[src/hw/rtcwk_consts.vh]
// Purpose: constants for the weekday counter and first timer control register
// Assumes: included by bare name from files under hw/
// Notes:   byte offsets on a 32-bit AXI4-Lite bus, one register per aligned word
//
// Contract
// - The weekday counter steps by one on every daily carry of the hour counter.
// - The weekday sits in bits 2 to 0 of its register and ranges from 0 to 6.
// - The weekday is binary coded, 000 for Sunday up to 110 for Saturday.
// - Bit 7 of the weekday register is a read-only busy flag, 1 while time values update.
// - Weekday bits 6 to 3 and control bits 3 to 0 always read as 0.
// - Control bit 7 at 1 starts time counting and at 0 stops it.
// - Control bit 6 picks the hour range, 0 to 11 when 0 and 0 to 23 when 1.
// - Control bit 5 shows a.m. at 0 and p.m. at 1, meaningful only in 12-hour format.
// - Control bit 4 resets to 0; at 1 it clears all clock state except itself.
// - The hour counter counts in BCD on the hourly carry and yields the daily carry.
`ifndef RTCWK_CONSTS_VH
`define RTCWK_CONSTS_VH

// ==========================================================
// register map
`define RTCWK_ADDR_W          12
`define RTCWK_OFS_WEEKDAY     12'h000
`define RTCWK_OFS_CONTROL     12'h004
`define RTCWK_OFS_HOUR        12'h008

// ==========================================================
// field positions
`define RTCWK_BUSY_BIT        7
`define RTCWK_WK_MSB          2
`define RTCWK_WK_LSB          0
`define RTCWK_RUN_BIT         7
`define RTCWK_MODE24_BIT      6
`define RTCWK_PM_BIT          5
`define RTCWK_SRST_BIT        4
`define RTCWK_HOUR_MSB        5

// ==========================================================
// values
`define RTCWK_WK_SUNDAY       3'h0
`define RTCWK_WK_SATURDAY     3'h6
`define RTCWK_HOUR_TOP_12     6'h11
`define RTCWK_HOUR_TOP_24     6'h23
`define RTCWK_CTRL_RESET      4'h0
`define RTCWK_RESP_OKAY       2'h0
`define RTCWK_RESP_DECERR     2'h3

// ==========================================================
// timing
`define RTCWK_CLK_PERIOD_NS   10
`define RTCWK_BUSY_TIME_US    62500
`define RTCWK_BUSY_CYCLES     ((`RTCWK_BUSY_TIME_US * 1000) / `RTCWK_CLK_PERIOD_NS)

`endif

[src/hw/rtcwk_hour_counter.v]
// Purpose: BCD hour counter with 12/24 range and rollover pulse
// Assumes: step is a one-cycle pulse; hour value survives aresetn
// Notes:   clear beats load, load beats step
`timescale 1ns/100ps
`default_nettype none
`include "rtcwk_consts.vh"

module rtcwk_hour_counter (
    input  wire       aclk,
    input  wire       aresetn,
    input  wire       clear,
    input  wire       load,
    input  wire [5:0] load_value,
    input  wire       step,
    input  wire       mode24,
    output reg  [5:0] hour,
    output reg        roll
);
    wire [5:0] hour_top;

    assign hour_top = mode24 ? `RTCWK_HOUR_TOP_24 : `RTCWK_HOUR_TOP_12;

    // ==========================================================
    // hour value, deliberately outside aresetn
    always @(posedge aclk) begin
        if (clear) begin
            hour <= 6'h00;
        end else if (load) begin
            hour <= load_value;
        end else if (step) begin
            if (hour == hour_top) begin
                hour <= 6'h00;
            end else if (hour[3:0] == 4'h9) begin
                hour <= {hour[5:4] + 2'h1, 4'h0};
            end else begin
                hour <= {hour[5:4], hour[3:0] + 4'h1};
            end
        end
    end

    // ==========================================================
    // rollover pulse, one cycle, same edge as the new hour
    always @(posedge aclk) begin
        if (!aresetn || clear) begin
            roll <= 1'b0;
        end else begin
            roll <= step && !load && (hour == hour_top);
        end
    end
endmodule // rtcwk_hour_counter

`default_nettype wire

[src/hw/rtcwk_top.v]
// Purpose: weekday counter, first timer control register, AXI4-Lite slave
// Assumes: sec_tick and hour_tick are one-cycle pulses synchronous to aclk
// Notes:   time values are not cleared by aresetn, only by the soft reset bit
//
// Local design decisions: the placing of the registers and the AXI4-Lite interface to the registers.
`timescale 1ns/100ps
`default_nettype none
`include "rtcwk_consts.vh"

module rtcwk_top #(
    parameter integer BUSY_CYCLES = `RTCWK_BUSY_CYCLES
) (
    input  wire        aclk,
    input  wire        aresetn,
    input  wire [11:0] s_axi_awaddr,
    input  wire [2:0]  s_axi_awprot,
    input  wire        s_axi_awvalid,
    output reg         s_axi_awready,
    input  wire [31:0] s_axi_wdata,
    input  wire [3:0]  s_axi_wstrb,
    input  wire        s_axi_wvalid,
    output reg         s_axi_wready,
    output reg  [1:0]  s_axi_bresp,
    output reg         s_axi_bvalid,
    input  wire        s_axi_bready,
    input  wire [11:0] s_axi_araddr,
    input  wire [2:0]  s_axi_arprot,
    input  wire        s_axi_arvalid,
    output reg         s_axi_arready,
    output reg  [31:0] s_axi_rdata,
    output reg  [1:0]  s_axi_rresp,
    output reg         s_axi_rvalid,
    input  wire        s_axi_rready,
    input  wire        sec_tick,
    input  wire        hour_tick,
    output reg         counting
);
    // ==========================================================
    // state
    reg  [11:0] wr_addr;
    reg         aw_held;
    reg  [7:0]  wr_byte;
    reg         w_held;
    reg  [2:0]  weekday;
    reg         ctrl_run;
    reg         ctrl_mode24;
    reg         ctrl_pm;
    reg         ctrl_srst;
    reg         update_in_progress;
    reg  [22:0] busy_cnt;
    reg         hour_pending;
    reg  [1:0]  finish;
    reg  [7:0]  rd_byte;
    reg         rd_hit;
    wire        do_write;
    wire        wr_weekday;
    wire        wr_control;
    wire        wr_hour;
    wire        wr_hit;
    wire        step_issue;
    wire [5:0]  hour;
    wire        hour_roll;
    wire        daily_carry;
    wire        ar_take;

    // ==========================================================
    // write channel: address and data taken in either order
    assign do_write   = aw_held && w_held && !s_axi_bvalid;
    assign wr_weekday = do_write && (wr_addr == `RTCWK_OFS_WEEKDAY);
    assign wr_control = do_write && (wr_addr == `RTCWK_OFS_CONTROL);
    assign wr_hour    = do_write && (wr_addr == `RTCWK_OFS_HOUR);
    assign wr_hit     = (wr_addr == `RTCWK_OFS_WEEKDAY) || (wr_addr == `RTCWK_OFS_CONTROL)
                     || (wr_addr == `RTCWK_OFS_HOUR);

    always @(posedge aclk) begin
        if (!aresetn) begin
            s_axi_awready <= 1'b1;
            s_axi_wready  <= 1'b1;
            s_axi_bvalid  <= 1'b0;
            s_axi_bresp   <= `RTCWK_RESP_OKAY;
            aw_held       <= 1'b0;
            w_held        <= 1'b0;
            wr_addr       <= 12'h000;
            wr_byte       <= 8'h00;
        end else begin
            if (s_axi_awvalid && s_axi_awready) begin
                wr_addr       <= s_axi_awaddr;
                aw_held       <= 1'b1;
                s_axi_awready <= 1'b0;
            end
            if (s_axi_wvalid && s_axi_wready) begin
                // only byte lane 0 carries register bits
                wr_byte      <= s_axi_wstrb[0] ? s_axi_wdata[7:0] : 8'h00;
                w_held       <= s_axi_wstrb[0];
                s_axi_wready <= 1'b0;
                if (!s_axi_wstrb[0]) begin
                    w_held <= 1'b1;
                end
            end
            if (do_write) begin
                s_axi_bvalid <= 1'b1;
                s_axi_bresp  <= wr_hit ? `RTCWK_RESP_OKAY : `RTCWK_RESP_DECERR;
            end
            if (s_axi_bvalid && s_axi_bready) begin
                s_axi_bvalid  <= 1'b0;
                aw_held       <= 1'b0;
                w_held        <= 1'b0;
                s_axi_awready <= 1'b1;
                s_axi_wready  <= 1'b1;
            end
        end
    end

    // lane 0 strobe remembered so a strobe-less write changes nothing
    reg wr_lane0;
    always @(posedge aclk) begin
        if (!aresetn) begin
            wr_lane0 <= 1'b0;
        end else if (s_axi_wvalid && s_axi_wready) begin
            wr_lane0 <= s_axi_wstrb[0];
        end
    end

    // ==========================================================
    // control register
    always @(posedge aclk) begin
        if (!aresetn) begin
            ctrl_srst   <= 1'b0;
            ctrl_run    <= 1'b0;
            ctrl_mode24 <= 1'b0;
            ctrl_pm     <= 1'b0;
        end else begin
            if (wr_control && wr_lane0) begin
                ctrl_srst <= wr_byte[`RTCWK_SRST_BIT];
            end
            if (wr_control && wr_lane0) begin
                // write wins, so one write can leave soft reset and start counting
                ctrl_run    <= wr_byte[`RTCWK_RUN_BIT];
                ctrl_mode24 <= wr_byte[`RTCWK_MODE24_BIT];
                ctrl_pm     <= wr_byte[`RTCWK_PM_BIT];
            end else if (ctrl_srst) begin
                // soft reset holds everything but its own bit
                ctrl_run    <= 1'b0;
                ctrl_mode24 <= 1'b0;
                ctrl_pm     <= 1'b0;
            end else if (hour_roll && !ctrl_mode24) begin
                ctrl_pm <= ~ctrl_pm;
            end
        end
    end

    always @(posedge aclk) begin
        if (!aresetn) begin
            counting <= 1'b0;
        end else begin
            counting <= ctrl_run && !ctrl_srst;
        end
    end

    // ==========================================================
    // update window: busy spans the count, the hour step and the day step
    assign step_issue = update_in_progress && (busy_cnt == 23'd1) && hour_pending;

    always @(posedge aclk) begin
        if (!aresetn || ctrl_srst) begin
            update_in_progress <= 1'b0;
            busy_cnt           <= 23'd0;
            hour_pending       <= 1'b0;
            finish             <= 2'b00;
        end else begin
            finish <= {finish[0], update_in_progress && (busy_cnt == 23'd1)};
            if (ctrl_run && sec_tick && !update_in_progress) begin
                update_in_progress <= 1'b1;
                busy_cnt           <= BUSY_CYCLES[22:0];
            end else if (update_in_progress && busy_cnt > 23'd1) begin
                busy_cnt <= busy_cnt - 23'd1;
            end else if (busy_cnt == 23'd1) begin
                busy_cnt <= 23'd0;
            end
            if (finish[1]) begin
                update_in_progress <= 1'b0;
            end
            // a carry landing on the step cycle stays pending
            if (ctrl_run && hour_tick) begin
                hour_pending <= 1'b1;
            end else if (step_issue) begin
                hour_pending <= 1'b0;
            end
        end
    end

    // ==========================================================
    // hour counter and daily carry
    rtcwk_hour_counter u_hour (
        .aclk       (aclk),
        .aresetn    (aresetn),
        .clear      (ctrl_srst),
        .load       (wr_hour && wr_lane0),
        .load_value (wr_byte[5:0]),
        .step       (step_issue && ctrl_run),
        .mode24     (ctrl_mode24),
        .hour       (hour),
        .roll       (hour_roll)
    );

    // in 12-hour form a day ends when 11 p.m. rolls to 0
    assign daily_carry = hour_roll && (ctrl_mode24 || ctrl_pm);

    // ==========================================================
    // weekday counter, kept across aresetn
    always @(posedge aclk) begin
        if (ctrl_srst) begin
            weekday <= `RTCWK_WK_SUNDAY;
        end else if (wr_weekday && wr_lane0) begin
            weekday <= wr_byte[`RTCWK_WK_MSB:`RTCWK_WK_LSB];
        end else if (daily_carry) begin
            if (weekday == `RTCWK_WK_SATURDAY) begin
                weekday <= `RTCWK_WK_SUNDAY;
            end else begin
                weekday <= weekday + 3'h1;
            end
        end
    end

    // ==========================================================
    // read channel
    always @* begin
        rd_byte = 8'h00;
        rd_hit  = 1'b1;
        case (s_axi_araddr)
            `RTCWK_OFS_WEEKDAY: begin
                rd_byte = {update_in_progress, 4'h0, weekday};
            end
            `RTCWK_OFS_CONTROL: begin
                rd_byte = {ctrl_run, ctrl_mode24, ctrl_pm, ctrl_srst, 4'h0};
            end
            `RTCWK_OFS_HOUR: begin
                rd_byte = {update_in_progress, 1'b0, hour};
            end
            default: begin
                rd_hit = 1'b0;
            end
        endcase
    end

    assign ar_take = s_axi_arvalid && s_axi_arready;

    always @(posedge aclk) begin
        if (!aresetn) begin
            s_axi_arready <= 1'b1;
            s_axi_rvalid  <= 1'b0;
            s_axi_rdata   <= 32'h00000000;
            s_axi_rresp   <= `RTCWK_RESP_OKAY;
        end else begin
            if (ar_take) begin
                s_axi_arready <= 1'b0;
                s_axi_rvalid  <= 1'b1;
                s_axi_rdata   <= {24'h000000, rd_byte};
                s_axi_rresp   <= rd_hit ? `RTCWK_RESP_OKAY : `RTCWK_RESP_DECERR;
            end else if (s_axi_rvalid && s_axi_rready) begin
                s_axi_rvalid  <= 1'b0;
                s_axi_arready <= 1'b1;
            end
        end
    end
endmodule // rtcwk_top

`default_nettype wire

[config.mk]
export PLATFORM = sky130hd
export DESIGN_NAME = rtcwk_top
export DESIGN_NICKNAME = d
export VERILOG_FILES = /design/src/hw/rtcwk_hour_counter.v /design/src/hw/rtcwk_top.v
export VERILOG_INCLUDE_DIRS = /design/src /design/src/hw
export SDC_FILE = /design/constraint.sdc
export NUM_CORES = 1
export LEC_CHECK = 0
export BUFFER_PORTS_ARGS = -buffer_cell sky130_fd_sc_hd__buf_2
export CORE_MARGIN = 3
export CORE_UTILIZATION = 50
export DETAILED_ROUTE_END_ITERATION = 12
export PLACE_DENSITY = 0.77
export SKIP_CTS_REPAIR_TIMING = 1
export SYNTH_ARGS = -nofsm -noshare
export SYNTH_HDL_FRONTEND = slang
export SYNTH_SLANG_ARGS = --single-unit
[constraint.sdc]
create_clock -name aclk -period 2.8 [get_ports aclk]
set_input_delay 0.56 -clock aclk [delete_from_list [all_inputs] [get_ports aclk]]
set_output_delay 0.56 -clock aclk [all_outputs]
set_load 0.1 [all_outputs]
Word level (Yosys, flattened, before mapping)
Index checks and enable logic that the tools add are counted.

Flip-flop bits (word level): 82. Bits of input ports: 75. Output and inout bits: 42. Logic and storage cells: 121.

Add/subtract/negate cells: 4. Order comparisons: 1. Equal/unequal tests: 8. Multiplexer cells: 28. Bitwise operators: 2. Reductions and logical operators: 51.

Operator list (count): two-way mux 23 bit (3); two-way mux 6 bit (5); logical AND 1 bit (25); == test 12 x 3 -> 1 bit (second input constant) (2); == test 12 x 4 -> 1 bit (second input constant) (2); zero test 12 bit (2); one-hot mux 8 bit (3 select lines) (1); == test 23 x 1 -> 1 bit (second input constant) (1); > comparator 23 x 1 -> 1 bit (second input constant) (1); subtractor 23 x 1 -> 23 bit (second input constant) (1); two-way mux 1 bit (13); nonzero test 2 bit (6); two-way mux 3 bit (3); nonzero test 3 bit (3); two-way mux 8 bit (1); == test 6 bit (1); zero test 1 bit (6); OR reduction 2 bit (3); adder 4 x 1 -> 4 bit (second input constant) (1); == test 4 bit (second input constant) (1); logical OR 1 bit (4); two-way mux 2 bit (2); adder 3 x 1 -> 3 bit (second input constant) (1); == test 3 bit (second input constant) (1); other kinds (4) (5).

Longest topological paths before layout
Word-level depth: 7. Gate-level depth with buffers: 7. Gate-level depth less buffers: 7.

By module
Synthesis repeated with hierarchy kept, for this count alone.

Cells, all modules: 483. Area total of the unflattened synthesis: 4141.5 µm².

Modules (own cells, without submodules): rtcwk_top (times used 1, cells an instance 421, area each 3639.7 µm², sequential area each 1461.4 µm²); rtcwk_hour_counter (times used 1, cells an instance 62, area each 501.7 µm², sequential area each 140.1 µm²).

Worst setup path after synthesis
No wires, ideal clock.

Path kind: in2reg. From: input port s_axi_araddr[9]. To: register s_axi_rdata[3]. Library setup time: 70 ps. Data arrival time: 1876 ps. Required time: 2730 ps. Slack: 854 ps. Stages on the path: 5. Path buffers: 0. Cells stage by stage: or4_1 > nor4_4 > and2_1 > nand3_1 > a21boi_1.

Cells in the longest elaborated chain, start to end: 2. Elaborated cells between the ends (all ways): 4. Those cells by class: eq/ne (2); mux (1); reduce/logical (1).

RTL lines: start: declaration (line rtcwk_top.v:26) `input wire [11:0] s_axi_araddr,`; == test 12 x 4 -> 1 bit, or another cell as far along (line rtcwk_top.v:230) `case (s_axi_araddr)`; one-hot mux 8 bit (3 select lines) * (line rtcwk_top.v:230); end signal: assignment (line rtcwk_top.v:258) `s_axi_rdata <= {24'h000000, rd_byte};`; end: declaration (line rtcwk_top.v:30) `output reg [31:0] s_axi_rdata,`.

Mark *: on every way between the ends. The rest lies on a longest branch, timed or not. A chain may end at the register's enable or synchronous reset.

Final worst setup path
From: register update_in_progress. To: register busy_cnt[2].

Cells in the longest elaborated chain, start to end: 3. Elaborated cells between the ends (all ways): 6. Those cells by class: mux (1); reduce/logical (5).

RTL lines: start: declaration (line rtcwk_top.v:49) `reg update_in_progress;`; start signal: assignment (line rtcwk_top.v:166) `update_in_progress <= 1'b0;`; start signal: assignment (line rtcwk_top.v:173) `update_in_progress <= 1'b1;`; start signal: assignment (line rtcwk_top.v:181) `update_in_progress <= 1'b0;`; zero test 1 bit (line rtcwk_top.v:172) `if (ctrl_run && sec_tick && !update_in_progress) begin`; logical AND 1 bit (line rtcwk_top.v:172); OR reduction 2 bit (no source line); end signal: assignment (line rtcwk_top.v:174) `busy_cnt <= BUSY_CYCLES[22:0];`; end signal: assignment (line rtcwk_top.v:176) `busy_cnt <= busy_cnt - 23'd1;`; end: declaration (line rtcwk_top.v:50) `reg [22:0] busy_cnt;`.

Several ways; a longest one is shown, not always the timed one.

==> flow_metrics.env <==
export IMPL_synthFlopType="sky130_fd_sc_hd__dfxtp_1"
export IMPL_final_layout_size_suffix_gt1_frac=0.167
export IMPL_final_setup_violation_count=0
export IMPL_cts_root_buffer_cell="sky130_fd_sc_hd__clkbuf_8"
export IMPL_dieWidth_um=96.7
export IMPL_antenna_cells=0
export IMPL_post_route_util=0.579
export IMPL_place_congestion=0.842
export IMPL_timing_final_max_slew_violations=0
export IMPL_port_buffers=59
export IMPL_antenna_found_initial=1
export IMPL_finalNetCount=614
export IMPL_remaining_drc_errors=0
export IMPL_max_cap_viol_count=0
export IMPL_synth_top_cells_by_count="sky130_fd_sc_hd__dfxtp_1 (80), sky130_fd_sc_hd__nand2_1 (59), sky130_fd_sc_hd__nor2_1 (31), sky130_fd_sc_hd__a21boi_0 (27), sky130_fd_sc_hd__buf_4 (26)"
export IMPL_asyncSetResetFlopFracSynth=0
export IMPL_grt_overflow_total=0
export IMPL_placeableCoreArea_um2=7850
export IMPL_total_routing_usage_reported_by_global_routing=0.190
export IMPL_ctsLongestPathBuffers=2
export IMPL_cts_tree="built"
export IMPL_netlist_top_cells_area="sky130_fd_sc_hd__dfxtp_1 (39%), sky130_fd_sc_hd__nand2_1 (5.4%), sky130_fd_sc_hd__a21boi_0 (4.9%)"
export IMPL_p_int_mw=1.65
export IMPL_reg_to_reg_end="busy_cnt[2]$_SDFFE_PP0P_"
export IMPL_setup_ws_ps=635
export IMPL_share_seq_of_total_power=0.498
export IMPL_timing_worst_slew_pin_value_ps=609
export IMPL_final_setup_tns_ps=0
export IMPL_hold_viol_final=0
export IMPL_crit_path_launch_type="flop"
export IMPL_synth_edff_count=0
export IMPL_power_leakage_nw=1.85
export IMPL_routed_wl_um=8910
export IMPL_route_detailed_vias_per_inst=5.66
export IMPL_comb_power_share=0.157
export IMPL_die_height_um=96.7
export IMPL_end_kind="flop"
export IMPL_p_switching_uw=753
export IMPL_fin_worst_skew_ps=11.0
export IMPL_syn_to_final_growth_pct=10.5
export IMPL_worst_ir_drop_vdd_mv=0.265
export IMPL_count_of_unique_library_cells_instantiated_by_yosys=60
export IMPL_p_total_mw=2.41
export IMPL_hold_path_startpoint="finish[1]$_SDFF_PP0_"
export IMPL_slew_margin_rel=0.591
export IMPL_cts_buffers_inserted=9
export IMPL_place_hpwl_um=6550
export IMPL_std_cell_rows=32
export IMPL_holdPathStages=1
export IMPL_syn_instance_count=486
export IMPL_finalCritPeriodShare=0.773
export IMPL_dp_slack_ps=606
export IMPL_total_power_per_unit_cell_area_nw_per_um2=529
export IMPL_design_portCount=117
export IMPL_synth_seq_cells=80
export IMPL_dr_total_vias=3625
export IMPL_reg2reg_setup_slack_ps=640
export IMPL_yosysTopAreaCell="sky130_fd_sc_hd__dfxtp_1"
export IMPL_run_status="finished, final reports clean"
export IMPL_routed_wire_length_per_instance_um=13.9
export IMPL_worstHoldPathType="flop to flop"
export IMPL_critPathRequiredTime_ps=3090
export IMPL_postSynthAreaPerCell_um2=8.47
export IMPL_synth_seq_area_share=0.389
export IMPL_first_global_vias=3348
export IMPL_clkPwrFrac=0.345
export IMPL_grt_start_max_net_pins=40
export IMPL_post_synth_design_cell_area_um2=4120
export IMPL_critical_path_reg2reg_startpoint="update_in_progress$_SDFFE_PP0P_"
export IMPL_layout_min_cycle_time_ps=2160
export IMPL_htree_num_levels=3
export IMPL_grt_first_pass_wirelength_um=15100
export IMPL_timing_setup_critical_path_class="flop to flop"
export IMPL_synth_most_common_cell="sky130_fd_sc_hd__dfxtp_1"
export IMPL_netlist_area_leader_share=0.389
export IMPL_remaining_number_of_nets_flagged_by_the_antenna_check_after_routing=0
export IMPL_worst_setup_hold_path_clk_slew_ps=80
export IMPL_dieArea_um2=9360
export IMPL_clock_sinks=80
export IMPL_worst_skew_late_latency_ps=350
export IMPL_drt_initial_drc_count=259
export IMPL_path_max_fanout=14
export IMPL_rsz0062_at_grt="no"
export IMPL_power_switching_fraction=0.313
export IMPL_timing_hold_ws_ps=399
export IMPL_initial_core_util=0.525
export IMPL_timing_fmax_mhz=462
export IMPL_timing_reg2reg_worst_path_depth=5
export IMPL_hold_end="update_in_progress$_SDFFE_PP0P_"
export IMPL_worstPathArrival_ps=2450
export IMPL_yosys_warnings=0
export IMPL_detail_route_first_pass_iterations=5
-- power groups by stage --
stage / clock, mW / combinational (mW) / sequential (mW)
final: 0.831 / 0.378 / 1.20
after global routing: 0.882 / 0.402 / 1.20
after CTS: 0.840 / 0.378 / 1.20
after detailed placement: 0 / 0.378 / 1.22
after global placement: 0 / 0.373 / 1.22
after floorplan: 0 / 0.272 / 1.29
-- layout by cell type, fill, tap and decap left out, types with 9 or more instances in the layout --
cell                       Yosys  routed
sky130_fd_sc_hd__nor2b_1      11      11
sky130_fd_sc_hd__nand2_1      59      59
sky130_fd_sc_hd__a21boi_0     27      27
sky130_fd_sc_hd__nor2_1       31      31
sky130_fd_sc_hd__nor4_1       10      10
sky130_fd_sc_hd__inv_1        11      11
sky130_fd_sc_hd__conb_1        1      24
sky130_fd_sc_hd__clkbuf_8      0       9
sky130_fd_sc_hd__nor3_1       16      16
sky130_fd_sc_hd__dfxtp_1      80      80
sky130_fd_sc_hd__a21oi_1      15      15
sky130_fd_sc_hd__o21ai_0      20      20
sky130_fd_sc_hd__mux2i_1      11      11
sky130_fd_sc_hd__a211oi_1      9       9
sky130_fd_sc_hd__nand3_1      20      20
sky130_fd_sc_hd__buf_2         2      59
-- metal layers --
layer  vias to the layer above  GRT usage  wire length [um]
li1                       1795          -                 -
met1                      1686      0.255              4210
met2                       122      0.297              3910
met3                        20     0.0425               629
met4                         2     0.0713               144
met5                         -          0                13
-- cell families (layout without fill, tap and decap cells) --
kind of cell / Yosys count / after routing / share of synthesized area
and+or+nand+nor: 214 / 214 / 0.288
AOI/OAI and AO/OA: 107 / 107 / 0.177
DFF: 80 / 80 / 0.389
buffers and inverters: 59 / 89 / 0.0818
muxes: 14 / 14 / 0.0359
xor gates and xnor gates: 7 / 7 / 0.0149
adders and majority gates: 4 / 4 / 0.0122
other: 1 / 24 / 0.000911
-- stage by stage --
step / std cells / area (um2)
5_1_grt: 641 / 4550
2_1_floorplan: 509 / 4200
3_3_place_gp: 626 / 4360
4_1_cts: 641 / 4550
6_report: 641 / 4550
3_5_place_dp: 626 / 4360
-- sequential cells by signal, summed over array words and instances, names as in the netlist, 2 cells and up --
signal and cells:
busy_cnt 23, finish 2, s_axi_rdata 8, u_hour.hour 6
weekday 3, wr_addr 12, wr_byte 8
-- worst max path at each step --
stage,to,from,slack (ps),depth (start not counted)
finish,busy_cnt[2]$_SDFFE_PP0P_,update_in_progress$_SDFFE_PP0P_,640,5
global route,busy_cnt[5]$_SDFFE_PP0P_,update_in_progress$_SDFFE_PP0P_,460,5
CTS,busy_cnt[2]$_SDFFE_PP0P_,update_in_progress$_SDFFE_PP0P_,650,5
detailed placement,busy_cnt[6]$_SDFFE_PP0P_,sec_tick,610,6
global placement,busy_cnt[6]$_SDFFE_PP0P_,sec_tick,610,6
floorplan,s_axi_rdata[3]$_SDFFE_PN0P_,s_axi_araddr[9],850,5
-- critical path: stages (launching register included) --
cell	delay, ps
sky130_fd_sc_hd__dfxtp_1	600
sky130_fd_sc_hd__and3b_1	340
sky130_fd_sc_hd__nor2_2	250
sky130_fd_sc_hd__o21ai_1	280
sky130_fd_sc_hd__or4_1	560
sky130_fd_sc_hd__nand2_1	70
-- cell type report --
| class | instances | area [um2] |
|---|---|---|
| Tap cell | 102 | 128 |
| Inverter | 11 | 41.3 |
| Multi-Input combinational cell | 370 | 2260 |
| Timing Repair Buffer | 63 | 325 |
| Clock buffer | 11 | 131 |
| Fill cell | 723 | 3300 |
| Clock inverter | 4 | 55.1 |
| Sequential cell | 80 | 1600 |
(Power assumes the default switching activity.)
